$ cat src/core/tmr_pkg.sv
package tmr_pkg;

    localparam int DATA_W = 8;
    localparam int ADDR_W = 3;
    localparam int COUNT_W = 16;
    localparam int PS_W = 3;

    // Register offsets on the plain register port.
    localparam logic [ADDR_W-1:0] ADDR_COUNT_LOW = 3'h0;
    localparam logic [ADDR_W-1:0] ADDR_COUNT_HIGH = 3'h1;
    localparam logic [ADDR_W-1:0] ADDR_CTRL = 3'h2;
    localparam logic [ADDR_W-1:0] ADDR_GATE = 3'h3;
    localparam logic [ADDR_W-1:0] ADDR_STATUS = 3'h4;

    // Field positions of the control, gate and status registers.
    localparam int CTRL_RUN_BIT = 0;
    localparam int CTRL_NOSYNC_BIT = 2;
    localparam int CTRL_OSC_EN_BIT = 3;
    localparam int CTRL_PS_LSB = 4;
    localparam int CTRL_CS_LSB = 6;
    localparam int GATE_SRC_LSB = 0;
    localparam int GATE_POL_BIT = 6;
    localparam int GATE_EN_BIT = 7;
    localparam int STAT_OVF_BIT = 0;

    localparam logic [DATA_W-1:0] CTRL_RESET = 8'h00;
    localparam logic [DATA_W-1:0] GATE_RESET = 8'h00;
    localparam logic [COUNT_W-1:0] COUNT_RESET = 16'h0000;
    localparam logic [COUNT_W-1:0] COUNT_ALL_ONES = 16'hFFFF;

    // Clock select codes.
    localparam logic [1:0] CS_INSTR = 2'h0;
    localparam logic [1:0] CS_SYS = 2'h1;
    localparam logic [1:0] CS_EXT = 2'h2;
    localparam logic [1:0] CS_LFOSC = 2'h3;

    // Gate source codes.
    localparam logic [1:0] GSRC_PIN = 2'h0;
    localparam logic [1:0] GSRC_CMP1 = 2'h1;
    localparam logic [1:0] GSRC_CMP2 = 2'h2;

    // One instruction cycle spans four system clocks; the phase counter wraps here.
    localparam logic [1:0] PHASE_LAST = 2'h3;

    // Bit positions in the vector of synchronised pins.
    localparam int PIN_EXT = 0;
    localparam int PIN_GATE = 1;
    localparam int PIN_CMP1 = 2;
    localparam int PIN_CMP2 = 3;
    localparam int PIN_LFOSC = 4;
    localparam int PIN_XTAL = 5;
    localparam int PIN_N = 6;

    typedef struct packed {
        logic [ADDR_W-1:0] addr;
        logic [DATA_W-1:0] wdata;
        logic wr;
        logic rd;
    } reg_req_t;

    typedef enum logic [0:0] {
        ARM_WAIT_FALL = 1'b0,
        ARM_READY = 1'b1
    } edge_arm_t;

endpackage : tmr_pkg

$ cat src/core/gated_sixteen_bit_timer.sv
// Chosen here: strobed register access and the register offsets.
`timescale 1ns/1ps
module gated_sixteen_bit_timer (
    input wire logic sys_clk,
    input wire logic nrst,
    input wire tmr_pkg::reg_req_t bus_req,
    output logic [tmr_pkg::DATA_W-1:0] rd_data,
    input wire logic ext_count_input,
    input wire logic gate_pin,
    input wire logic cmp1_out,
    input wire logic cmp2_out,
    input wire logic low_freq_internal_osc,
    input wire logic crystal_in_pin,
    input wire logic sleep_mode,
    output logic crystal_out_pin,
    output logic overflow_flag,
    output logic [tmr_pkg::COUNT_W-1:0] count_value
);
    import tmr_pkg::*;

    typedef struct packed {
        logic [COUNT_W-1:0] count;
        logic [DATA_W-1:0] ctrl;
        logic [DATA_W-1:0] gate;
        logic ovf;
        logic [PS_W-1:0] pre_cnt;
        logic [1:0] phase;
        logic pend;
        edge_arm_t arm;
        logic [DATA_W-1:0] rdata;
        logic xout;
    } state_t;

    state_t state_r;
    state_t state_nxt;

    logic [PIN_N-1:0] pin_async;
    logic [PIN_N-1:0] pin_lvl;
    logic [PIN_N-1:0] pin_rise;
    logic [PIN_N-1:0] pin_fall;

    logic run;
    logic no_sync;
    logic osc_en;
    logic [1:0] cs;
    logic [1:0] ps;
    logic gate_en;
    logic gate_pol;
    logic [1:0] gate_src;
    logic wr_low;
    logic wr_high;
    logic wr_ctrl;
    logic wr_gate;
    logic wr_status;
    logic count_wr;
    logic ext_sel;
    logic ext_rise;
    logic ext_fall;
    logic ext_tick;
    logic phase_end;
    logic armed;
    logic gate_lvl;
    logic gate_ok;
    logic awake_ok;
    logic raw_tick;
    logic count_en;
    logic inc;
    logic ovf_clear;

    function automatic logic hit(input reg_req_t req, input logic [ADDR_W-1:0] addr);
        return req.addr == addr;
    endfunction : hit

    function automatic logic [PS_W-1:0] ps_last(input logic [1:0] sel);
        return PS_W'((1 << sel) - 1);
    endfunction : ps_last

    assign pin_async = {crystal_in_pin, low_freq_internal_osc, cmp2_out, cmp1_out, gate_pin, ext_count_input};

    // Every pin crosses two flops before any logic reads it.
    pin_sync #(
        .WIDTH(PIN_N)
    ) u_pin_sync (
        .sys_clk(sys_clk),
        .nrst(nrst),
        .async_in(pin_async),
        .level(pin_lvl),
        .rise(pin_rise),
        .fall(pin_fall)
    );

    assign run = state_r.ctrl[CTRL_RUN_BIT];
    assign no_sync = state_r.ctrl[CTRL_NOSYNC_BIT];
    assign osc_en = state_r.ctrl[CTRL_OSC_EN_BIT];
    assign cs = state_r.ctrl[CTRL_CS_LSB +: 2];
    assign ps = state_r.ctrl[CTRL_PS_LSB +: 2];
    assign gate_en = state_r.gate[GATE_EN_BIT];
    assign gate_pol = state_r.gate[GATE_POL_BIT];
    assign gate_src = state_r.gate[GATE_SRC_LSB +: 2];

    assign wr_low = bus_req.wr && hit(bus_req, ADDR_COUNT_LOW);
    assign wr_high = bus_req.wr && hit(bus_req, ADDR_COUNT_HIGH);
    assign wr_ctrl = bus_req.wr && hit(bus_req, ADDR_CTRL);
    assign wr_gate = bus_req.wr && hit(bus_req, ADDR_GATE);
    assign wr_status = bus_req.wr && hit(bus_req, ADDR_STATUS);
    assign count_wr = wr_low || wr_high;
    assign ovf_clear = wr_status && bus_req.wdata[STAT_OVF_BIT];

    // With the oscillator on, select code 10 takes the crystal instead of the input pin.
    assign ext_sel = cs == CS_EXT;
    assign ext_rise = osc_en ? pin_rise[PIN_XTAL] : pin_rise[PIN_EXT];
    assign ext_fall = osc_en ? pin_fall[PIN_XTAL] : pin_fall[PIN_EXT];
    assign phase_end = state_r.phase == PHASE_LAST;

    // Synchronous mode holds an edge until the instruction boundary; no-sync passes it at once.
    assign ext_tick = no_sync ? ext_rise : (state_r.pend && phase_end);
    assign armed = state_r.arm == ARM_READY;

    assign gate_lvl = (gate_src == GSRC_CMP1) ? pin_lvl[PIN_CMP1] :
                      (gate_src == GSRC_CMP2) ? pin_lvl[PIN_CMP2] : pin_lvl[PIN_GATE];
    assign gate_ok = !gate_en || (gate_lvl == gate_pol);

    // In sleep only the asynchronous external source keeps counting.
    assign awake_ok = !sleep_mode || (ext_sel && no_sync);

    always_comb begin
        unique case (cs)
            CS_INSTR: raw_tick = phase_end;
            CS_SYS: raw_tick = 1'b1;
            CS_EXT: raw_tick = ext_tick && armed;
            CS_LFOSC: raw_tick = pin_rise[PIN_LFOSC];
        endcase
    end

    assign count_en = run && gate_ok && awake_ok && raw_tick;
    assign inc = count_en && (state_r.pre_cnt == ps_last(ps));

    always_comb begin
        state_nxt = state_r;
        state_nxt.phase = 2'(state_r.phase + 2'h1);

        // A switch to no-sync drops a waiting edge; a switch back to synchronous mode starts with none pending.
        if (no_sync) begin
            state_nxt.pend = 1'b0;
        end else begin
            if (state_r.pend && phase_end) begin
                state_nxt.pend = 1'b0;
            end
            if (ext_rise) begin
                state_nxt.pend = 1'b1;
            end
        end

        if (count_wr || !run) begin
            state_nxt.arm = ARM_WAIT_FALL;
        end else if (ext_fall) begin
            state_nxt.arm = ARM_READY;
        end

        // A control write restarts the prescaler as well, so a smaller ratio never inherits a stale count.
        if (count_wr || wr_ctrl) begin
            state_nxt.pre_cnt = '0;
        end else if (count_en) begin
            state_nxt.pre_cnt = inc ? '0 : PS_W'(state_r.pre_cnt + 1'b1);
        end

        if (inc) begin
            state_nxt.count = COUNT_W'(state_r.count + 1'b1);
        end
        // A write wins over a coincident increment for the written byte.
        if (wr_low) begin
            state_nxt.count[DATA_W-1:0] = bus_req.wdata;
        end
        if (wr_high) begin
            state_nxt.count[COUNT_W-1:DATA_W] = bus_req.wdata;
        end

        if (ovf_clear) begin
            state_nxt.ovf = 1'b0;
        end
        // A roll-over in the clearing cycle still sets the flag.
        if (inc && (state_r.count == COUNT_ALL_ONES)) begin
            state_nxt.ovf = 1'b1;
        end

        if (wr_ctrl) begin
            state_nxt.ctrl = bus_req.wdata;
        end
        if (wr_gate) begin
            state_nxt.gate = bus_req.wdata;
        end

        // Reads come from the registered count, so each byte is a settled value.
        if (bus_req.rd) begin
            unique case (bus_req.addr)
                ADDR_COUNT_LOW: state_nxt.rdata = state_r.count[DATA_W-1:0];
                ADDR_COUNT_HIGH: state_nxt.rdata = state_r.count[COUNT_W-1:DATA_W];
                ADDR_CTRL: state_nxt.rdata = state_r.ctrl;
                ADDR_GATE: state_nxt.rdata = state_r.gate;
                ADDR_STATUS: state_nxt.rdata = {{(DATA_W-1){1'b0}}, state_r.ovf};
                default: state_nxt.rdata = '0;
            endcase
        end else begin
            state_nxt.rdata = '0;
        end

        // The amplifier drives the crystal only while enabled, independent of sleep.
        state_nxt.xout = osc_en && !pin_lvl[PIN_XTAL];
    end

    always_ff @(posedge sys_clk or negedge nrst) begin
        if (!nrst) begin
            state_r.count <= COUNT_RESET;
            state_r.ctrl <= CTRL_RESET;
            state_r.gate <= GATE_RESET;
            state_r.ovf <= 1'b0;
            state_r.pre_cnt <= '0;
            state_r.phase <= 2'h0;
            state_r.pend <= 1'b0;
            state_r.arm <= ARM_WAIT_FALL;
            state_r.rdata <= '0;
            state_r.xout <= 1'b0;
        end else begin
            state_r <= state_nxt;
        end
    end

    assign rd_data = state_r.rdata;
    assign crystal_out_pin = state_r.xout;
    assign overflow_flag = state_r.ovf;
    assign count_value = state_r.count;
endmodule : gated_sixteen_bit_timer

$ cat src/core/pin_sync.sv
`timescale 1ns/1ps
module pin_sync #(
    parameter int WIDTH = 1
) (
    input wire logic sys_clk,
    input wire logic nrst,
    input wire logic [WIDTH-1:0] async_in,
    output logic [WIDTH-1:0] level,
    output logic [WIDTH-1:0] rise,
    output logic [WIDTH-1:0] fall
);

    typedef struct packed {
        logic [WIDTH-1:0] meta;
        logic [WIDTH-1:0] stable;
        logic [WIDTH-1:0] prev;
    } sync_state_t;

    sync_state_t state_r;
    sync_state_t state_nxt;

    // Only the second stage feeds the edge detector; the first stage is never read elsewhere.
    always_comb begin
        state_nxt.meta = async_in;
        state_nxt.stable = state_r.meta;
        state_nxt.prev = state_r.stable;
    end

    always_ff @(posedge sys_clk or negedge nrst) begin
        if (!nrst) begin
            state_r <= '0;
        end else begin
            state_r <= state_nxt;
        end
    end

    assign level = state_r.stable;
    assign rise = state_r.stable & ~state_r.prev;
    assign fall = ~state_r.stable & state_r.prev;

endmodule : pin_sync

$ cat config.mk
export PLATFORM = sky130hd
export DESIGN_NAME = gated_sixteen_bit_timer
export DESIGN_NICKNAME = d
export VERILOG_FILES = /design/src/core/tmr_pkg.sv /design/src/core/gated_sixteen_bit_timer.sv /design/src/core/pin_sync.sv
export SDC_FILE = /design/constraint.sdc
export NUM_CORES = 1
export LEC_CHECK = 0
export ABC_AREA = 0
export BUFFER_PORTS_ARGS = -buffer_cell sky130_fd_sc_hd__buf_2
export CAP_MARGIN = 40
export CORE_MARGIN = 2
export CORE_UTILIZATION = 37
export DETAILED_ROUTE_END_ITERATION = 12
export SKIP_CTS_REPAIR_TIMING = 1
export SYNTH_ARGS = -nofsm -noshare
export SYNTH_HDL_FRONTEND = slang
export SYNTH_SLANG_ARGS = --single-unit
$ cat constraint.sdc
create_clock -name sys_clk -period 3.1 [get_ports sys_clk]
set_clock_uncertainty 0.05 [all_clocks]
set_input_delay 0.465 -clock sys_clk [delete_from_list [all_inputs] [get_ports sys_clk]]
set_output_delay 0.465 -clock sys_clk [all_outputs]
set_load 0.02 [all_outputs]
## After elaboration in Yosys (flattened, before gate mapping)

Cells that the tools add are included.

- Add/sub/neg operators: 4
- Equal/unequal tests: 13
- Shifts and indexed selects: 1
- Muxes and demuxes: 21
- Bitwise gates (word level): 4
- Reduce and logical (&&, ||, !) cells: 32

Operators with widths:

| kind | number |
|---|---|
| one-hot mux 8 bit (5 select lines) | 1 |
| 2-to-1 mux 8 bit | 3 |
| adder 16 x 1 -> 16 bit (second input constant) | 1 |
| == test 16 bit (second input constant) | 1 |
| 2-to-1 mux 16 bit | 1 |
| logical AND 1 bit | 15 |
| AND 6 bit | 2 |
| 2-to-1 mux 1 bit | 12 |
| NOT 6 bit | 2 |
| nonzero test 2 bit | 5 |
| 2-to-1 mux 3 bit | 3 |
| == test 2 bit (second input constant) | 4 |
| == test 3 x 2 -> 1 bit (second input constant) | 2 |
| logical OR 1 bit | 5 |
| == test 2 x 1 -> 1 bit (second input constant) | 2 |
| zero test 1 bit | 4 |
| one-hot mux 1 bit (4 select lines) | 1 |
| adder 3 x 1 -> 3 bit (second input constant) | 1 |
| == test 3 x 1 -> 1 bit (second input constant) | 1 |
| == test 3 bit | 1 |
| == test 3 bit (second input constant) | 1 |
| zero test 3 bit | 1 |
| nonzero test 3 bit | 1 |
| left shift 1 x 2 -> 3 bit (first input constant) | 1 |
| other kinds (4) | 4 |

- Register bits: 67
- Input bits: 22
- Output and inout bits: 26
- Logic and storage cells: 89

## Depth between registers and ports, before layout

- Word-level depth: 12
- Gate-level depth with buffers: 9
- Depth with buffers taken out: 8

## Hierarchy

Synthesis repeated with hierarchy kept, for this count alone.

- Cell total of the unflattened synthesis: 291
- Area, all modules: 3417.0 um^2

Modules (own cells, without submodules):

| module | instances | cells each | area each (um^2) | sequential area each (um^2) |
|---|---|---|---|---|
| gated_sixteen_bit_timer | 1 | 255 | 2816.5 | 1226.2 |
| pin_sync | 1 | 36 | 600.6 | 450.4 |

## Least setup slack after synthesis

OpenSTA, ideal clock, no wires.

- Path type: register -> register
- Start: reg state_r (netlist bit ps[0])
- End: reg state_r (netlist bit count_value[8])
- Setup time: 0.125 ns
- Data arrival time: 2.049 ns
- Data required time: 2.925 ns
- Path slack: 0.876 ns
- Cell stages (with the launch flop): 8
- Buffers on the path: 0
- Clock period less this slack: 2.224 ns
- Path through: dfrtp_1 -> or4_4 -> a21oi_4 -> a31oi_2 -> nor4b_4 -> nand4_1 -> xnor2_1 -> mux2_2

- Longest elaborated chain between the ends: 5

RTL lines:

| what | line | RTL |
|---|---|---|
| from (decl) | gated_sixteen_bit_timer.sv:34 | `state_t state_r;` |
| from (signal assigned) | gated_sixteen_bit_timer.sv:224 | `state_r <= state_nxt;` |
| left shift 1 x 2 -> 3 bit | gated_sixteen_bit_timer.sv:75 | `return PS_W'((1 << sel) - 1);` |
| subtractor 3 x 2 -> 3 bit | gated_sixteen_bit_timer.sv:75 |  |
| == test 3 bit | gated_sixteen_bit_timer.sv:136 | `assign inc = count_en && (state_r.pre_cnt == ps_last(ps));` |
| logical AND 1 bit | gated_sixteen_bit_timer.sv:136 |  |
| nonzero test 2 bit (no line) | -- |  |

Every way passes these cells.
A chain may end at the register's enable or synchronous reset.

## Worst setup path after layout

- Start: reg state_r (netlist bit osc_en)
- End: reg state_r (netlist bit count_value[10])

- Longest elaborated chain between the ends: 7

RTL lines:

| what | line | RTL |
|---|---|---|
| 2-to-1 mux 1 bit | gated_sixteen_bit_timer.sv:111 | `assign ext_rise = osc_en ? pin_rise[PIN_XTAL] : pin_rise[PIN_EXT];` |
| 2-to-1 mux 1 bit | gated_sixteen_bit_timer.sv:116 | `assign ext_tick = no_sync ? ext_rise : (state_r.pend && phase_end);` |
| logical AND 1 bit | gated_sixteen_bit_timer.sv:130 | `CS_EXT: raw_tick = ext_tick && armed;` |
| one-hot mux 1 bit (4 select lines) | gated_sixteen_bit_timer.sv:127 | `unique case (cs)` |
| logical AND 1 bit | gated_sixteen_bit_timer.sv:135 | `assign count_en = run && gate_ok && awake_ok && raw_tick;` |
| logical AND 1 bit | gated_sixteen_bit_timer.sv:136 |  |
| nonzero test 2 bit (no line) | -- |  |

Every way passes these cells.

==> flow_metrics.env <==
export IMPL_cts_buffer_depth=2
export IMPL_fin_crit_sh=0.788
export IMPL_clk_pin_slew_ns=0.07
export IMPL_core_sq_um=8220
export IMPL_drc=0
export IMPL_crit_required_ns=3.30
export IMPL_synthTopCellsByArea="dfrtp_1 (51%), mux2_2 (6.5%), buf_4 (5.7%)"
export IMPL_gp_congestion=0.821
export IMPL_cts_made_buffers=9
export IMPL_synth_ff_type="dfrtp_1"
export IMPL_start_util=0.382
export IMPL_yosysSeqAreaShare=0.510
export IMPL_die_h_um=96.1
export IMPL_r2r_slack_ns=0.66
export IMPL_num_io_pins=48
export IMPL_yosys_area_share_adder=0.0120
export IMPL_worst_pin_slew_ns=0.808
export IMPL_synthMuxAreaShare=0.132
export IMPL_crit_end="count_value[10]"
export IMPL_clock_latency_ns=0.33
export IMPL_drt_met1_wl_um=3150
export IMPL_num_fill_cells=769
export IMPL_viasPerCell=5.11
export IMPL_fmax_mhz=409
export IMPL_clockRootBuffer="clkbuf_8"
export IMPL_crit_path_start="osc_en"
export IMPL_cp_end_kind="flop"
export IMPL_synth_edf_count=0
export IMPL_avgSynthCellArea_sq_um=11.7
export IMPL_grt_pass1_wl_um=11100
export IMPL_syn_nets=293
export IMPL_synth_xor_area_frac=0.0474
export IMPL_hp_class="in -> reg"
export IMPL_ir_drop_uv=332
export IMPL_reg2reg_depth=8
export IMPL_register_area_sq_um=1600
export IMPL_finalNonFillerCells=408
export IMPL_synth_top_cell_area_share=0.510
export IMPL_syn_inst=268
export IMPL_drv_slew=0
export IMPL_ant_nets=0
export IMPL_cts_tree="yes"
export IMPL_synth_simple_gate_area_share=0.163
export IMPL_fin_crit_ns=2.44
export IMPL_overflow=0
export IMPL_synth_compound_area_share=0.0614
export IMPL_dr_max_layer_used="met4"
export IMPL_arrival_ns=2.65
export IMPL_ys_types=44
export IMPL_critPathKind="reg -> reg"
export IMPL_die_x_um=96.1
export IMPL_async_flop_share=1.00
export IMPL_wl_met3_um=305
export IMPL_pwr_density_cell_nw_per_um2=685
export IMPL_outcome="finished clean"
export IMPL_rows=33
export IMPL_startpoint_type="flop"
export IMPL_dp_cells=392
export IMPL_antenna_found_initial=0
export IMPL_hold_viol=0
export IMPL_rr_endpoint="count_value[10]"
export IMPL_htree_levels=3
export IMPL_synth_top_family_by_area="simple AND/OR/NAND/NOR gates"
export IMPL_grt_setup_unrepaired="false"
export IMPL_dieArea_sq_um=9240
export IMPL_drt_pre_antenna_iters=4
export IMPL_r2r_start="osc_en"
export IMPL_tns_ns=0
export IMPL_leakagePower_nw=1.59
export IMPL_final_common_cell="dfrtp_1"
export IMPL_dr_wl_met2_um=3260
export IMPL_grt_usage=0.161
export IMPL_multiInputGateArea_sq_um=1310
export IMPL_via_count=2084
export IMPL_p_total_mw=2.41
export IMPL_cp_max_fo=9
export IMPL_fin_nets=323
export IMPL_areaGrowthSynthToFinish_pct=12.0
export IMPL_drive_gt1_frac=0.320
export IMPL_drt_initial_drc_count=106
export IMPL_syn_area_sq_um=3140
export IMPL_grt_max_degree=65
export IMPL_wl_per_cell_um=16.7
export IMPL_synth_seq_cells=64
export IMPL_yosysWarnings=0
export IMPL_final_cell_mix="dfrtp_1 (64), buf_2 (47), nand2_1 (21)"
export IMPL_grt_pass1_vias=2095
export IMPL_post_synth_top_area_cell="dfrtp_1"
export IMPL_drt_total_wl_um=6820
export IMPL_diodes=0
export IMPL_cts_num_sinks=64
export IMPL_hpwl_um=4910
export IMPL_setup_viol=0
export IMPL_drv_cap=0
export IMPL_slew_headroom=0.461
export IMPL_io_buffer_count=47
==> final cells by class <==
class	instances	area share
flip-flops and latches	64	0.455
multi-input cells	168	0.371
repair buffers	51	0.0754
clock buffers	13	0.0452
well taps	105	0.0373
clock inverters	3	0.0114
inverters	4	0.00427
==> worst min path at each step <==
stage / start / end / slack (ns) / cells after the start
after floorplan: nrst / armed / 0.12 / 0
after global placement: u_pin_sync.state_nxt[11] / u_pin_sync.level[5] / 0.28 / 0
after detailed placement: u_pin_sync.state_nxt[8] / u_pin_sync.level[2] / 0.28 / 0
after CTS: ext_count_input / u_pin_sync.state_nxt[6] / 0.17 / 1
after global routing: ext_count_input / u_pin_sync.state_nxt[6] / 0.17 / 1
final: ext_count_input / u_pin_sync.state_nxt[6] / 0.19 / 1
==> metal layers <==
layer  up-vias  GRT usage
met3         8     0.0384
met2        60      0.253
met5         -          0
met1      1022      0.216
met4         0     0.0607
li1        994          -
==> worst max-delay path, stage by stage (launching register included) <==
cell and delay [ns]:
dfrtp_1 0.45, or3b_4 0.41, a211oi_2 0.24, nor3_2 0.10, nor4b_4 0.46, buf_4 0.25
nand4_1 0.12, xor2_1 0.16, o21ai_1 0.13
==> cells in the mapped netlist (2+ instances only) <==
cell / instances
nor3b_1: 2
nand2b_1: 2
a31oi_1: 2
buf_1: 2
a21oi_1: 5
nor3_1: 2
inv_1: 4
nand4b_1: 2
xor2_1: 12
clkbuf_1: 5
dfrtp_1: 64
nand4_1: 9
o21ai_1: 12
nand2_1: 21
xnor2_1: 5
nand3_1: 9
mux4_2: 6
and2_1: 5
nor2b_1: 3
and3_1: 13
ha_1: 3
nand3b_1: 4
nor2_1: 11
buf_4: 24
mux2i_1: 5
mux2_2: 18
==> kinds of logic (layout without fill, tap and decap cells) <==
group,after synthesis,after routing
multiplexers,30,30
AND/OR/NAND/NOR,89,89
adder cells (fa/ha/maj),3,3
XOR/XNOR,17,17
flip-flops,64,64
AO/OA/AOI/OAI,29,29
buffers and inverters,36,71
==> sequential cells by signal (all words and copies together), names as in the netlist <==
signal                count
crystal_out_pin           1
run                       1
no_sync                   1
gate_pol                  1
rd_data                   8
u_pin_sync.state_r        3
u_pin_sync.state_nxt      6
u_pin_sync.level          6
armed                     1
gate_en                   1
overflow_flag             1
osc_en                    1
state_r                  11
gate_src                  2
cs                        2
count_value              16
ps                        2
==> where the power goes <==
group | switching, mW | leakage [nW] | internal (mW)
clock | 0.309 | 0.103 | 0.414
combinational | 0.298 | 0.696 | 0.264
sequential | 0.160 | 0.790 | 0.966
total | 0.767 | 1.59 | 1.64
==> metrics by stage <==
step / hold WS (ns) / setup WS, ns / cell area [sq um] / utilization
2_1_floorplan: 0.119 / 0.876 / 3140 / -
3_3_place_gp: 0.282 / 0.733 / 3320 / 0.404
3_5_place_dp: 0.285 / 0.669 / 3320 / 0.404
4_1_cts: 0.168 / 0.667 / 3520 / 0.428
5_1_grt: 0.169 / 0.497 / 3520 / 0.428
6_report: 0.187 / 0.656 / 3520 / 0.428
Note: power is estimated with default switching activity, not from simulation.
